[config.mk]
export PLATFORM = sky130hd
export DESIGN_NAME = usart_frame_path
export DESIGN_NICKNAME = d
export VERILOG_FILES = /design/src/inc/usart_frame_pkg.sv /design/src/rtl/usart_frame_path.sv
export VERILOG_INCLUDE_DIRS = /design/src /design/src/inc
export SDC_FILE = /design/constraint.sdc
export NUM_CORES = 1
export LEC_CHECK = 0
export ABC_CLOCK_PERIOD_IN_PS = 8200
export BUFFER_PORTS_ARGS = -buffer_cell sky130_fd_sc_hd__clkbuf_2
export CELL_PAD_IN_SITES_DETAIL_PLACEMENT = 0
export CELL_PAD_IN_SITES_GLOBAL_PLACEMENT = 2
export CORE_AREA = 4 4 138 140
export CTS_BUF_LIST = sky130_fd_sc_hd__clkbuf_4 sky130_fd_sc_hd__clkbuf_8
export DETAILED_ROUTE_END_ITERATION = 16
export DIE_AREA = 0 0 142 144
export PLACE_DENSITY = 0.82
export RECOVER_POWER = 50
export SLEW_MARGIN = 30
export SYNTH_ARGS = -nofsm -noshare
export SYNTH_HDL_FRONTEND = slang
export SYNTH_SLANG_ARGS = --single-unit
[constraint.sdc]
create_clock -name i_clk -period 8.2 [get_ports i_clk]
set_clock_uncertainty 0.1 [all_clocks]
set_input_delay 0 -clock i_clk [delete_from_list [all_inputs] [get_ports i_clk]]
set_output_delay 0 -clock i_clk [all_outputs]
set_load 0.01 [all_outputs]
[src/inc/usart_frame_defines.svh]
/*
 * Offsets, field positions and reset values of the serial frame path.
 * Assumes inclusion by bare name from the design file, the checker and the bench.
 */
`ifndef USART_FRAME_DEFINES_SVH
`define USART_FRAME_DEFINES_SVH

// =============================================================================
// Register offsets
`define ADDR_DATA       3'h0
`define ADDR_STATUS     3'h1
`define ADDR_CONTROL    3'h2
`define ADDR_FORMAT     3'h3
`define ADDR_BAUD       3'h4

// =============================================================================
// Status register bits
`define ST_RXC          7
`define ST_TXC          6
`define ST_UDRE         5
`define ST_FE           4
`define ST_DOR          3
`define ST_PE           2

// =============================================================================
// Control register bits
`define CT_RXCIE        7
`define CT_TX_DONE_IRQ_ENABLE        6
`define CT_UDRIE        5
`define CT_RECEIVE_ENABLE         4
`define CT_TRANSMIT_ENABLE         3
`define CT_RX9          2
`define CT_TX9          0

// =============================================================================
// Format register bits
`define FM_SYNC         6
`define FM_PAR_EN       5
`define FM_PAR_ODD      4
`define FM_TWO_STOP     3
`define FM_SIZE_LSB     0

// =============================================================================
// Reset values and the nine-bit size code
`define RST_CONTROL     8'h00
`define RST_FORMAT      8'h06
`define RST_BAUD        16'h0000
`define SIZE_NINE       3'h7

`endif

[src/inc/usart_frame_pkg.sv]
/*
 * Types of the serial frame path.
 * Assumes the defines header is on the include path.
 */
package usart_frame_pkg;

    // =========================================================================
    // Shifter states
    typedef enum logic [4:0] {
        SH_IDLE  = 5'b00001,
        SH_START = 5'b00010,
        SH_DATA  = 5'b00100,
        SH_PAR   = 5'b01000,
        SH_STOP  = 5'b10000
    } shift_state_e;

endpackage : usart_frame_pkg

[src/rtl/usart_frame_path.sv]
/*
 * Serial transmitter and receiver frame path with a two-entry receive FIFO.
 * Assumes a CPU port with one-cycle strobes and read data one cycle later,
 * and a remote transceiver on the serial pins; global interrupt enable
 * arrives from the core, service acknowledge pulses from it.
 */
// Added by the designer: the plain strobed port and the register addresses.
// Notes on behaviour
// [RULE1] Request tx-done interrupt when flag and enables set
// [RULE2] Servicing tx-done interrupt clears its flag
// [RULE3] Parity bit follows data, before first stop
// [RULE4] Transmit disable waits until shifter and buffer empty
// [RULE5] Disabled transmitter releases the output pin
// [RULE6] Receive enable takes over the input pin
// [RULE7] Synchronous mode samples on external transfer clock
// [RULE8] Frame starts on valid start bit, shifts
// [RULE9] Second stop bit ignored by receiver
// [RULE10] First stop bit moves frame into buffer
// [RULE11] Unused high data bits read as zero
// [RULE12] Software reads ninth bit before data byte
// [RULE13] Software reads error flags before data byte
// [RULE14] Ninth bit and errors stored per entry
// [RULE15] Data read frees the entry at once
// [RULE16] Half-duplex software releases bus after completion
// [RULE17] Tx-done set when shifter and buffer empty
// [RULE18] Receive-complete shows unread buffered data
// [RULE19] Odd/even select applies to generation and check
// [RULE20] Receive buffer holds two characters
// [RULE21] Even parity is XOR; odd its inverse
`timescale 1ns/100ps
`include "usart_frame_defines.svh"

module usart_frame_path
    import usart_frame_pkg::*;
#(
    parameter int FIFO_DEPTH = 2
) (
    // Clock and reset
    input  wire logic        i_clk,
    input  wire logic        i_rst,
    // CPU register port
    input  wire logic [2:0]  i_addr,
    input  wire logic [7:0]  i_wdata,
    input  wire logic        i_wr,
    input  wire logic        i_rd,
    output logic      [7:0]  o_rdata,
    // Interrupt handshake with the core
    input  wire logic        i_global_irq_enable,
    input  wire logic        i_tx_done_irq_ack,
    output logic             o_tx_done_irq,
    output logic             o_rx_irq,
    output logic             o_udre_irq,
    // Serial pins
    input  wire logic        i_rxd,
    input  wire logic        i_transfer_clock_pin,
    output logic             o_txd,
    output logic             o_txd_oe,
    output logic             o_rxd_owned
);

    // =========================================================================
    // Helpers
    function automatic logic parity_of(input logic [8:0] d, input logic [3:0] n,
                                       input logic odd);
        logic p;
        p = odd;
        for (int k = 0; k < 9; k++) begin
            if (k < int'(n)) p = p ^ d[k];
        end
        return p; // [RULE21] [RULE19]
    endfunction : parity_of

    // Reserved size codes fall back to eight data bits.
    function automatic logic [3:0] data_bits(input logic [2:0] code);
        if (code == `SIZE_NINE) return 4'd9;
        if (code[2]) return 4'd8;
        return 4'd5 + {2'b00, code[1:0]};
    endfunction : data_bits

    // =========================================================================
    // Registers
    logic [7:0]   control_reg, control_next;
    logic [7:0]   format_reg, format_next;
    logic [15:0]  baud_reg, baud_next;
    logic [15:0]  bcnt_reg, bcnt_next;
    logic [2:0]   rx_s1_reg, rx_s2_reg, rx_s3_reg, xk_s1_reg, xk_s2_reg, xk_s3_reg;
    logic         rx_pin, xk_pin, xk_prev_reg, rx_hold_reg;
    logic [8:0]   txbuf_reg, txbuf_next;
    logic         txfull_reg, txfull_next, txc_reg, txc_next, txact_reg, txact_next;
    shift_state_e tst_reg, tst_next;
    logic [8:0]   tsh_reg, tsh_next;
    logic [3:0]   tcnt_reg, tcnt_next;
    logic         tpar_reg, tpar_next, txd_reg, txd_next;
    shift_state_e rst_reg, rst_next;
    logic [8:0]   rsh_reg, rsh_next;
    logic [3:0]   rcnt_reg, rcnt_next;
    logic         rpar_reg, rpar_next, dor_pend_reg, dor_pend_next;
    logic [11:0]  fifo_mem [FIFO_DEPTH];
    logic [11:0]  fifo_wdat;
    logic [$clog2(FIFO_DEPTH+1)-1:0] fcnt_reg, fcnt_next;
    logic         push, pop, tick, tx_tick, rx_tick, sync_mode;
    logic [3:0]   nbits;
    logic [7:0]   rdata_reg, rdata_next;

    // Input pins: three flops, a change counts once stages two and three agree.
    always_ff @(posedge i_clk or posedge i_rst) begin
        if (i_rst) begin
            rx_s1_reg   <= 3'h7;
            xk_s1_reg   <= 3'h0;
            xk_prev_reg <= 1'b0;
            rx_hold_reg <= 1'b1;
        end else begin
            rx_s1_reg   <= {rx_s1_reg[1:0], i_rxd};
            xk_s1_reg   <= {xk_s1_reg[1:0], i_transfer_clock_pin};
            xk_prev_reg <= xk_pin;
            rx_hold_reg <= rx_pin;
        end
    end
    assign rx_s2_reg = rx_s1_reg;
    assign xk_s2_reg = xk_s1_reg;
    assign rx_s3_reg = rx_s1_reg;
    assign xk_s3_reg = xk_s1_reg;
    assign rx_pin = (rx_s2_reg[1] == rx_s3_reg[2]) ? rx_s3_reg[2] : rx_hold_reg;
    assign xk_pin = (xk_s2_reg[1] == xk_s3_reg[2]) ? xk_s3_reg[2] : xk_prev_reg;

    assign sync_mode = format_reg[`FM_SYNC];
    assign nbits     = data_bits(format_reg[`FM_SIZE_LSB +: 3]);
    assign tick      = (bcnt_reg == 16'h0000);
    assign tx_tick   = sync_mode ? (xk_pin & ~xk_prev_reg) : tick;
    assign rx_tick   = sync_mode ? (xk_pin & ~xk_prev_reg) : tick; // [RULE7]

    // =========================================================================
    // Register file, transmit path and receive path
    always_comb begin
        control_next  = control_reg;
        format_next   = format_reg;
        baud_next     = baud_reg;
        bcnt_next     = tick ? baud_reg : bcnt_reg - 16'h0001;
        txbuf_next    = txbuf_reg;
        txfull_next   = txfull_reg;
        txc_next      = txc_reg;
        txact_next    = txact_reg;
        tst_next      = tst_reg;
        tsh_next      = tsh_reg;
        tcnt_next     = tcnt_reg;
        tpar_next     = tpar_reg;
        txd_next      = txd_reg;
        rst_next      = rst_reg;
        rsh_next      = rsh_reg;
        rcnt_next     = rcnt_reg;
        rpar_next     = rpar_reg;
        dor_pend_next = dor_pend_reg;
        push          = 1'b0;
        fifo_wdat     = 12'h000;
        rdata_next    = 8'h00;
        pop = i_rd && (i_addr == `ADDR_DATA) && (fcnt_reg != '0); // [RULE15]
        if (i_wr) begin
            case (i_addr)
                `ADDR_DATA: if (txact_reg) begin
                    txbuf_next  = {control_reg[`CT_TX9], i_wdata};
                    txfull_next = 1'b1;
                end
                `ADDR_STATUS: if (i_wdata[`ST_TXC]) txc_next = 1'b0;
                `ADDR_CONTROL: control_next = i_wdata;
                `ADDR_FORMAT: format_next = i_wdata;
                `ADDR_BAUD: baud_next = {baud_reg[15:8], i_wdata};
                default: baud_next = {i_wdata, baud_reg[7:0]};
            endcase
        end
        if (i_tx_done_irq_ack) txc_next = 1'b0; // [RULE2]
        // Transmitter stays active while anything is still to be sent.
        if (control_reg[`CT_TRANSMIT_ENABLE]) txact_next = 1'b1;
        else if (!txfull_reg && tst_reg == SH_IDLE) txact_next = 1'b0; // [RULE4]
        if (tx_tick) begin
            case (tst_reg)
                SH_IDLE: if (txfull_reg) begin
                    tsh_next    = txbuf_reg;
                    tpar_next   = parity_of(txbuf_reg, nbits, format_reg[`FM_PAR_ODD]);
                    txfull_next = 1'b0;
                    txd_next    = 1'b0;
                    tcnt_next   = 4'd0;
                    tst_next    = SH_DATA;
                end
                SH_DATA: begin
                    txd_next  = tsh_reg[0];
                    tsh_next  = {1'b0, tsh_reg[8:1]};
                    tcnt_next = tcnt_reg + 4'd1;
                    if (tcnt_reg + 4'd1 == nbits)
                        tst_next = format_reg[`FM_PAR_EN] ? SH_PAR : SH_STOP;
                end
                SH_PAR: begin
                    txd_next = tpar_reg; // [RULE3]
                    tst_next = SH_STOP;
                end
                SH_STOP: begin
                    txd_next  = 1'b1;
                    tcnt_next = tcnt_reg + 4'd1;
                    // The frame ends one tick after the last stop bit began.
                    if (tcnt_reg == nbits + {3'b000, format_reg[`FM_TWO_STOP]} + 4'd1) begin
                        tst_next = SH_IDLE;
                        if (!txfull_reg) txc_next = 1'b1; // [RULE17]
                    end
                end
                default: tst_next = SH_IDLE;
            endcase
        end
        if (!control_reg[`CT_RECEIVE_ENABLE]) begin
            rst_next = SH_IDLE;
        end else if (rx_tick) begin
            case (rst_reg)
                SH_IDLE: if (!rx_pin) begin // [RULE8]
                    rst_next  = SH_DATA;
                    rcnt_next = 4'd0;
                    rsh_next  = 9'h000; // [RULE11]
                    if (fcnt_reg == FIFO_DEPTH[$bits(fcnt_reg)-1:0] && !pop)
                        dor_pend_next = 1'b1;
                end
                SH_DATA: begin
                    rsh_next  = rsh_reg | ({8'h00, rx_pin} << rcnt_reg);
                    rcnt_next = rcnt_reg + 4'd1;
                    if (rcnt_reg + 4'd1 == nbits)
                        rst_next = format_reg[`FM_PAR_EN] ? SH_PAR : SH_STOP;
                end
                SH_PAR: begin
                    rpar_next = rx_pin ^ parity_of(rsh_reg, nbits, format_reg[`FM_PAR_ODD]);
                    rst_next  = SH_STOP;
                end
                SH_STOP: begin
                    // Only the first stop bit is looked at. [RULE9]
                    rst_next  = SH_IDLE;
                    push      = 1'b1; // [RULE10]
                    fifo_wdat = {dor_pend_reg, ~rx_pin,
                                 format_reg[`FM_PAR_EN] & rpar_reg, rsh_reg}; // [RULE14]
                    // A dropped frame keeps the overrun pending for the next stored one.
                    if (fcnt_reg != FIFO_DEPTH[$bits(fcnt_reg)-1:0] || pop)
                        dor_pend_next = 1'b0;
                    rpar_next = 1'b0;
                end
                default: rst_next = SH_IDLE;
            endcase
        end
        if (i_rd) begin
            case (i_addr)
                `ADDR_DATA: rdata_next = (fcnt_reg != '0) ? fifo_mem[0][7:0] : 8'h00;
                `ADDR_STATUS: rdata_next = {fcnt_reg != '0, txc_reg, ~txfull_reg,
                    (fcnt_reg != '0) ? fifo_mem[0][10] : 1'b0,
                    (fcnt_reg != '0) ? fifo_mem[0][11] : 1'b0,
                    (fcnt_reg != '0) ? fifo_mem[0][9] : 1'b0, 2'b00}; // [RULE18]
                `ADDR_CONTROL: rdata_next = {control_reg[7:3],
                    (fcnt_reg != '0) ? fifo_mem[0][8] : 1'b0, 1'b0, control_reg[0]};
                `ADDR_FORMAT: rdata_next = format_reg;
                `ADDR_BAUD: rdata_next = baud_reg[7:0];
                3'h5: rdata_next = baud_reg[15:8];
                default: rdata_next = 8'h00;
            endcase
        end
    end

    // Receive FIFO: entry 0 is the head; a full FIFO drops the new frame.
    always_comb begin
        fcnt_next = fcnt_reg;
        if (!control_next[`CT_RECEIVE_ENABLE]) fcnt_next = '0;
        else if (push && !pop && fcnt_reg != FIFO_DEPTH[$bits(fcnt_reg)-1:0])
            fcnt_next = fcnt_reg + 1'b1; // [RULE20]
        else if (pop && !push) fcnt_next = fcnt_reg - 1'b1;
    end

    always_ff @(posedge i_clk) begin
        for (int k = 0; k < FIFO_DEPTH; k++) begin
            if (pop && push && k == int'(fcnt_reg) - 1) fifo_mem[k] <= fifo_wdat;
            else if (pop) fifo_mem[k] <= (k + 1 < FIFO_DEPTH) ? fifo_mem[k + 1] : 12'h000;
            else if (push && k == int'(fcnt_reg)) fifo_mem[k] <= fifo_wdat;
        end
    end

    always_ff @(posedge i_clk or posedge i_rst) begin
        if (i_rst) begin
            control_reg  <= `RST_CONTROL;
            format_reg   <= `RST_FORMAT;
            baud_reg     <= `RST_BAUD;
            bcnt_reg     <= `RST_BAUD;
            txbuf_reg    <= 9'h000;
            txfull_reg   <= 1'b0;
            txc_reg      <= 1'b0;
            txact_reg    <= 1'b0;
            tst_reg      <= SH_IDLE;
            tsh_reg      <= 9'h000;
            tcnt_reg     <= 4'd0;
            tpar_reg     <= 1'b0;
            txd_reg      <= 1'b1;
            rst_reg      <= SH_IDLE;
            rsh_reg      <= 9'h000;
            rcnt_reg     <= 4'd0;
            rpar_reg     <= 1'b0;
            dor_pend_reg <= 1'b0;
            fcnt_reg     <= '0;
            rdata_reg    <= 8'h00;
        end else begin
            control_reg  <= control_next;
            format_reg   <= format_next;
            baud_reg     <= baud_next;
            bcnt_reg     <= bcnt_next;
            txbuf_reg    <= txbuf_next;
            txfull_reg   <= txfull_next;
            txc_reg      <= txc_next;
            txact_reg    <= txact_next;
            tst_reg      <= tst_next;
            tsh_reg      <= tsh_next;
            tcnt_reg     <= tcnt_next;
            tpar_reg     <= tpar_next;
            txd_reg      <= txd_next;
            rst_reg      <= rst_next;
            rsh_reg      <= rsh_next;
            rcnt_reg     <= rcnt_next;
            rpar_reg     <= rpar_next;
            dor_pend_reg <= dor_pend_next;
            fcnt_reg     <= fcnt_next;
            rdata_reg    <= rdata_next;
        end
    end

    // =========================================================================
    // Outputs
    assign o_rdata       = rdata_reg;
    assign o_tx_done_irq = txc_reg & control_reg[`CT_TX_DONE_IRQ_ENABLE] & i_global_irq_enable; // [RULE1]
    assign o_rx_irq      = (fcnt_reg != '0) & control_reg[`CT_RXCIE] & i_global_irq_enable;
    assign o_udre_irq    = ~txfull_reg & control_reg[`CT_UDRIE] & i_global_irq_enable;
    assign o_txd         = txd_reg;
    assign o_txd_oe      = txact_reg;                // [RULE5]
    assign o_rxd_owned   = control_reg[`CT_RECEIVE_ENABLE];    // [RULE6]

endmodule : usart_frame_path

Word-level counts from Yosys, hierarchy flattened
Memories as Yosys holds them, arrays and structs flattened.
Index checks and enable logic that the tools add are counted.
{"block": "classes", "n_mux": 161, "n_eq_ne": 33, "div_mod_pow": 0, "n_addsub": 9, "shifts": 1, "n_lt_le_gt_ge": 9, "n_reduce_logical": 44, "n_mul": 0, "n_bitwise": 37}
{"operator": "$mux 1", "count": 119}
{"operator": "$mux 12", "count": 7}
{"operator": "$mux 5", "count": 10}
{"operator": "$pmux 8 s6", "count": 1}
{"operator": "$pmux 9 s2", "count": 2}
{"operator": "$logic_not 32->1", "count": 1}
{"operator": "$pmux 16 s2", "count": 1}
{"operator": "$reduce_and 3->1", "count": 9}
{"operator": "$mux 4", "count": 6}
{"operator": "$pmux 5 s4", "count": 1}
{"operator": "$xor 1x1->1", "count": 19}
{"operator": "$mux 9", "count": 2}
{"operator": "$logic_not 16->1", "count": 1}
{"operator": "$lt 3x4->1 const A", "count": 4}
{"operator": "$mux 16", "count": 1}
{"operator": "$mux 8", "count": 2}
{"operator": "$pmux 4 s2", "count": 2}
{"operator": "$sub 16x1->16 const B", "count": 1}
{"operator": "$pmux 5 s3", "count": 1}
{"operator": "$ne 2x2->1 const B", "count": 7}
{"operator": "$reduce_bool 2->1", "count": 7}
{"operator": "$add 4x1->4 const B", "count": 3}
{"operator": "$eq 4x4->1", "count": 3}
{"operator": "$logic_and 1x1->1", "count": 12}
{"operator": "other kinds (40)", "count": 72}
{"block": "word_totals", "wordCells": 321, "mem_bits_rw": 24, "regBits": 118, "romBits": 0, "memories": 1, "latch_bits": 0}
{"memory": "fifo_mem", "depth": 2, "width": 12, "rd": 2, "rd_ports_with_merged_regs": 0, "wr": 2, "line_no": "usart_frame_path.sv:98", "source": "logic [11:0] fifo_mem [FIFO_DEPTH];"}

Longest topological paths before layout
Gate-level depths: netlist (run 1).
{"block": "depth", "ltp_word": 52, "ltp_mapped": 13, "ltp_nobuf": 11}

Worst setup path before layout (run 1)
Ideal clock, no wire load.
{"block": "synth_path", "kind": "reg2reg", "startpoint": "register bcnt_reg[0]", "endpoint": "memory fifo_mem[1][0] (enable)", "slack_ns": 5.093, "path_stages_with_launch": 7, "synth_period_minus_slack_ns": 3.107, "t_arrival_ns": 2.610, "required_time_ns": 7.702, "n_path_buf": 0, "cell_sequence": "dfrtp_1 -> inv_1 -> ha_1 -> or3b_1 -> nor3_1 -> a31oi_1 -> o21ai_0"}
{"item": "from (decl)", "line_no": "usart_frame_path.sv:85", "source": "logic [15:0] bcnt_reg, bcnt_next;"}
{"item": "from (signal assigned)", "line_no": "usart_frame_path.sv:281", "source": "bcnt_reg <= `RST_BAUD;"}
{"item": "from (signal assigned)", "line_no": "usart_frame_path.sv:302", "source": "bcnt_reg <= bcnt_next;"}
{"item": "to (decl)", "line_no": "usart_frame_path.sv:98"}

==> run summary, run 1 <==
worst skew pair latency - 450 ps
CTS resizes - 0
CTS tree - built
initial antenna violation count - 0
htree depth - 4
Yosys cell types - 78
Total Routing Usage GR - 17.63%
Setup WS pre-CTS - 4687 ps
# clock sinks - 138
die width - 142 microns
setup TNS - 0 ps
RSZ-0062 raised after global routing - false
CTS Root Cell - clkbuf_8
Synth async-reset ratio - 82.61%
max reg flops - 24
minimum clock period - 3552 ps
Row Count - 49
hold_buf cts - 16
critical path arrival - 3760 ps
Pwr per Cell Area - 262.3 nW/um^2
Crit path largest cell delay - 690 ps
height of the die - 144 microns
CP max stage cell - a21oi_1
# setup viols final - 0
VDD IR-drop max - 0.0001063 V
drt initial violations - 405
CP max FO - 14
post-synth top area share - 37.47%
First-pass DRT Iterations - 6
Primary FF master, synth - dfrtp_1
worst min-delay path category - in2reg
pins over their slew limit - 37
Cells after Synth - 655
Fillers - 1700
violated checks - max-capacitance violations, max-slew violations
placed insts - 883
IO Port Bufs - 32
area grow syn2layout - 12.87%
CP delay by family, top - compound AO/OA/AOI/OAI gates
Overflow after GRT - 0
Vias - 5157
EDFF count, synth - 24
synthesized area - 7012 sq um
n_diodes - 0
Avg Inst Size Synth - 10.70 sq um
DRC - 0
worst-path cell chain - inv_1, ha_1, or3b_1, or3_4, o31ai_4, nand2_1, a21oi_1, a32o_1
wire per inst - 18.62 microns
Seq/Total Area, Yosys - 51.12%
post-CTS setup buffers - 0
Layout Nets - 714
WP buf/inv - 1
max_cap viols - 1
Max Freq - 0.2815 GHz
Die ar. - 20450 sq um
period utilization - 43.32%
Synth area leaders - dfrtp_1 (37%), edfxtp_1 (10%), mux2_2 (7.2%)
warnings from Yosys - 0
Commonest cells post-synth - dfrtp_1 (105), nor2_1 (69), mux2_2 (45), a21oi_1 (36)
Final Non-Filler Cells - 931
status - finished, violations left
CTS Buffer Depth - 2
most area-hungry cell type in the Yosys netlist - dfrtp_1
vias in the first global route - 5097
Final HPWL DP - 12400 microns
Setup CP Type - reg2reg
most common cell in the netlist - dfrtp_1
Seq cells post-synth - 138
Setup crit end kind - flop
Core ar. - 17840 sq um
Initial Util - 39.30%
num ports - 33
Rel. slew slack - -20.89%
vias per inst - 5.539
Hold Fails Final Rpt - 0
pin count of the biggest net entering global routing - 80
syn nets - 680
routed wire length - 17340 microns
Critical Path RT - 8410 ps
final antenna-violating net count - 0
first-pass GRT wire length - 28030 microns
Reg clk slew, reported paths - 80 ps
startpoint types - flop
CTS Buf Count - 17
Lkg Pwr - 0.003199 uW
worst slew pin tran - 1803 ps
setup slack after layout - 4648 ps
placer congestion estimate - 0.8098
proportion of layout cells with a drive suffix above 1 - 17.81%
[through the flow]
step           hold WS [ps]  total power (uW)  util (%)  area, sq um
3_3_place_gp         -50.24              1473     41.12         7337
6_report              32.78              2076     44.36         7914
2_1_floorplan        -95.52              1338         -         7012
3_5_place_dp         -38.71              1489     41.18         7347
4_1_cts               22.44              2094     44.46         7933
5_1_grt               54.41              2198     44.36         7914
[layout by cell type, fill, tap and decap left out, types with 15 or more instances in the layout]
master and count:
a21oi_1 36, and2_1 15, clkbuf_2 18, clkbuf_8 19, dfrtp_1 105, dlygate4sd3_1 16
edfxtp_1 24, mux2_2 45, mux2i_1 16, nand2_1 25, nand3_1 18, nor2_1 69
nor3_1 16, o21ai_0 23, xnor2_1 28
[routing by layer]
| layer | vias to the layer above | share of wire, % | track usage, % |
|---|---|---|---|
| met4 | 0 | 1.0 | 4.141 |
| met1 | 2573 | 46 | 23.80 |
| met3 | 14 | 3.8 | 4.001 |
| met5 | - | 0 | 0 |
| li1 | 2455 | - | - |
| met2 | 115 | 49 | 29.07 |
[logic make-up (layout without fill, tap and decap cells)]
family                   Yosys count  in the layout  share of synthesized area, %
flip-flops                       138            138                         51.12
multiplexers                      63             63                         9.832
AND/OR/NAND/NOR                  211            211                         15.61
adder cells (fa/ha/maj)            7              7                         1.213
AO/OA/AOI/OAI                    148            148                         14.63
buffers and inverters             51             98                         2.962
XOR/XNOR                          37             37                         4.622
[cell type report]
type	count	area, sq um	area share (%)
repair buffers	51	329.1	4.158
well taps	229	286.5	3.621
flip-flops and latches	138	3585	45.30
clock buffers	22	284.0	3.589
multi-input cells	466	3231	40.82
inverters	15	57.56	0.7273
clock inverters	10	141.4	1.787
[path summary, 6_finish.rpt]
check                        startpoint              to  depth (start not counted)  slack, ps
max in group asynchronous         i_rst      tst_reg[4]                          4       6210
min reg2reg                xk_s1_reg[0]    xk_s1_reg[1]                          0        260
max                         bcnt_reg[0]  fifo_mem[0][9]                          8       4650
min in group asynchronous         i_rst      o_rdata[6]                          3        420
max reg2reg                 bcnt_reg[0]  fifo_mem[0][9]                          8       4650
min                           i_addr[1]      o_rdata[4]                          4         30
[power by group]
part	total (uW)	leakage, uW	switching [uW]	internal (uW)
Combinational	507	0.00130	253	253
Sequential	973	0.00168	149	825
Clock	596	0.000214	268	328
Total	2080	0.00320	670	1410
[worst reg2reg max path, stage by stage, from the launching register on]
cell and delay (ps):
dfrtp_1 400, inv_1 60, ha_1 170, or3b_1 440, or3_4 440, o31ai_4 650, nand2_1 160, a21oi_1 690
a32o_1 290
No activity file was read; power rests on OpenSTA's default activity.
==> run 2, diff against run 1 <==
Settings changed: ABC_AREA set to 1, ABC_CLOCK_PERIOD_IN_PS 8200 to 3040, CORE_AREA 4 4 138 140 to 4 4 145 147, DIE_AREA 0 0 142 144 to 0 0 149 151, PLACE_DENSITY 0.82 to 0.83.
Clock period 8.2 ns to 3.04 ns, I/O delays scaled along.
==> run summary, run 2 <==
die width - 149 microns
commonest non-fill, non-tap cells in the layout - nand2_1 (210), dfrtp_1 (105), inv_1 (103), o21ai_0 (72)
initial antenna violation count - 0
Die ar. - 22500 sq um
final instance area - 8015 sq um
Layout Nets - 910
final hold slack - 81.30 ps
most common cell in the netlist - nand2_1
EDFF count, synth - 24
Hold Fails Final Rpt - 0
Crit path largest cell delay - 390 ps
area occupied by multi-input gates - 2875 sq um
syn nets - 845
register area - 3585 sq um
warnings from Yosys - 0
most used cell along the critical path - nand2_1
n_diodes - 0
Pwr per Cell Area - 741.6 nW/um^2
Vias - 5510
worst slew pin tran - 1278 ps
CP max FO - 12
Synth async-reset ratio - 82.61%
Rel. slew slack - 14.82%
VDD IR-drop max - 0.0002694 V
Fillers - 2054
commonest non-fill, non-tap cell in the layout - nand2_1
Avg Inst Size Synth - 8.493 sq um
wire per inst - 15.48 microns
num ports - 33
Lkg Pwr - 0.003672 uW
startpoint types - flop
final antenna-violating net count - 0
htree depth - 4
synthesized area - 6964 sq um
Core ar. - 19910 sq um
max_cap viols - 0
Overflow after GRT - 0
Initial Util - 34.98%
max reg flops - 24
proportion of layout cells with a drive suffix above 1 - 11.15%
PnR Total Power - 5944 uW
CTS Buf Count - 17
worst min-delay path category - in2reg
DRC - 0
vias per inst - 4.722
# setup viols final - 0
placer congestion estimate - 0.8170
Cells after Synth - 820
worst-path cell chain - inv_1, ha_1, nand2_1, nor2_1, nand2_1, nand2_4, nand3_4, clkinv_4, nand2_4, nand2_1
CTS tree - built
Seq cells post-synth - 138
CTS Root Cell - clkbuf_8
RSZ-0062 raised after global routing - false
Seq/Total Area, Yosys - 51.47%
period utilization - 87.66%
Final HPWL DP - 13640 microns
Critical Path RT - 3020 ps
Synth area leaders - dfrtp_1 (38%), nand2_1 (11%), edfxtp_1 (10%)
setup TNS - 0 ps
Max Freq - 0.3753 GHz
critical path arrival - 2640 ps
area grow syn2layout - 15.09%
vias in the first global route - 5359
most area-hungry cell type in the Yosys netlist - dfrtp_1
post-CTS setup buffers - 0
drt initial violations - 345
minimum clock period - 2665 ps
Setup CP Type - reg2reg
worst skew pair latency - 450 ps
CTS Buffer Depth - 2
CTS resizes - 0
routed wire length - 18070 microns
IO Port Bufs - 32
Setup WS pre-CTS - 510.7 ps
Reg clk slew, reported paths - 90 ps
Commonest cells post-synth - nand2_1 (208), dfrtp_1 (105), inv_1 (104), o21ai_0 (71), nand3_1 (60)
pin count of the biggest net entering global routing - 69
total placed instance area - 7462 sq um
first-pass GRT wire length - 29170 microns
# clock sinks - 138
height of the die - 151 microns
CP max stage cell - nand2_1
hold_buf cts - 17
status - completed
Row Count - 52
Total Routing Usage GR - 16.75%
Primary FF master, synth - dfrtp_1
pins over their slew limit - 0
post-synth top area share - 37.73%
Setup crit end kind - flop
First-pass DRT Iterations - 5
setup slack after layout - 375.2 ps
Yosys cell types - 45
## run 2: cell types whose count changed after synthesis, sizes merged, moves of 20 or more
cell	delta
inv	+91
clkbuf	-20
o21ai	+56
mux2	-45
nand3	+43
nand2	+190
## run 2: layer usage
metal,GRT usage (%),part of all wire (%),wire length (microns)
met3,3.291,3.4,616
met1,23.58,50,8995
met5,0,0,0
met4,4.027,0.97,175
met2,26.75,46,8279
## run 2: final timing paths
| path | startpoint | to | slack [ps] | cells after the start |
|---|---|---|---|---|
| setup / recovery | bcnt_reg[0] | fifo_mem[1][0] | 380 | 10 |
| hold / removal | i_rxd | rx_s1_reg[0] | 80 | 2 |
| setup reg to reg | bcnt_reg[0] | fifo_mem[1][0] | 380 | 10 |
| hold reg to reg | xk_s1_reg[0] | xk_s1_reg[1] | 250 | 0 |
| max in group asynchronous | i_rst | rsh_reg[3] | 660 | 5 |
| min in group asynchronous | i_rst | o_rdata[7] | 560 | 4 |
## run 2: per-stage QoR
step | utilization (%) | instances
finish | 40.26 | 1167
CTS | 40.43 | 1165
global placement | 37.48 | 1117
detailed placement | 37.48 | 1117
global route | 40.26 | 1167
floorplan | - | 820
## run 2: worst max-delay path: cells and delay by family (launching register included)
family	cells	cell delay [ps]
DFF	1	380
adders and majority gates	1	190
buffers and inverters	2	250
and+or+nand+nor	7	1390
## run 2: cell type report
cell class                 instances  area share, %
multi-input combinational        561          35.87
clock inverter                    11          1.780
tap                              270          4.215
inverter                         108          5.136
timing repair buffer              59          4.839
sequential                       138          44.72
clock buffer                      20          3.434
## run 2: logic make-up after synthesis
logic type               share of synthesized area [%]
XOR/XNOR                                         3.270
multiplexers                                    0.3234
adder cells (fa/ha/maj)                          1.222
buffers and inverters                            6.989
AND/OR/NAND/NOR                                  24.04
AO/OA/AOI/OAI                                    12.68
flip-flops                                       51.47
## run 2: report_power, final
group | switching [uW] | total [uW] | internal (uW)
logic | 1080 | 1720 | 647
registers | 349 | 2620 | 2270
clock network | 730 | 1600 | 873
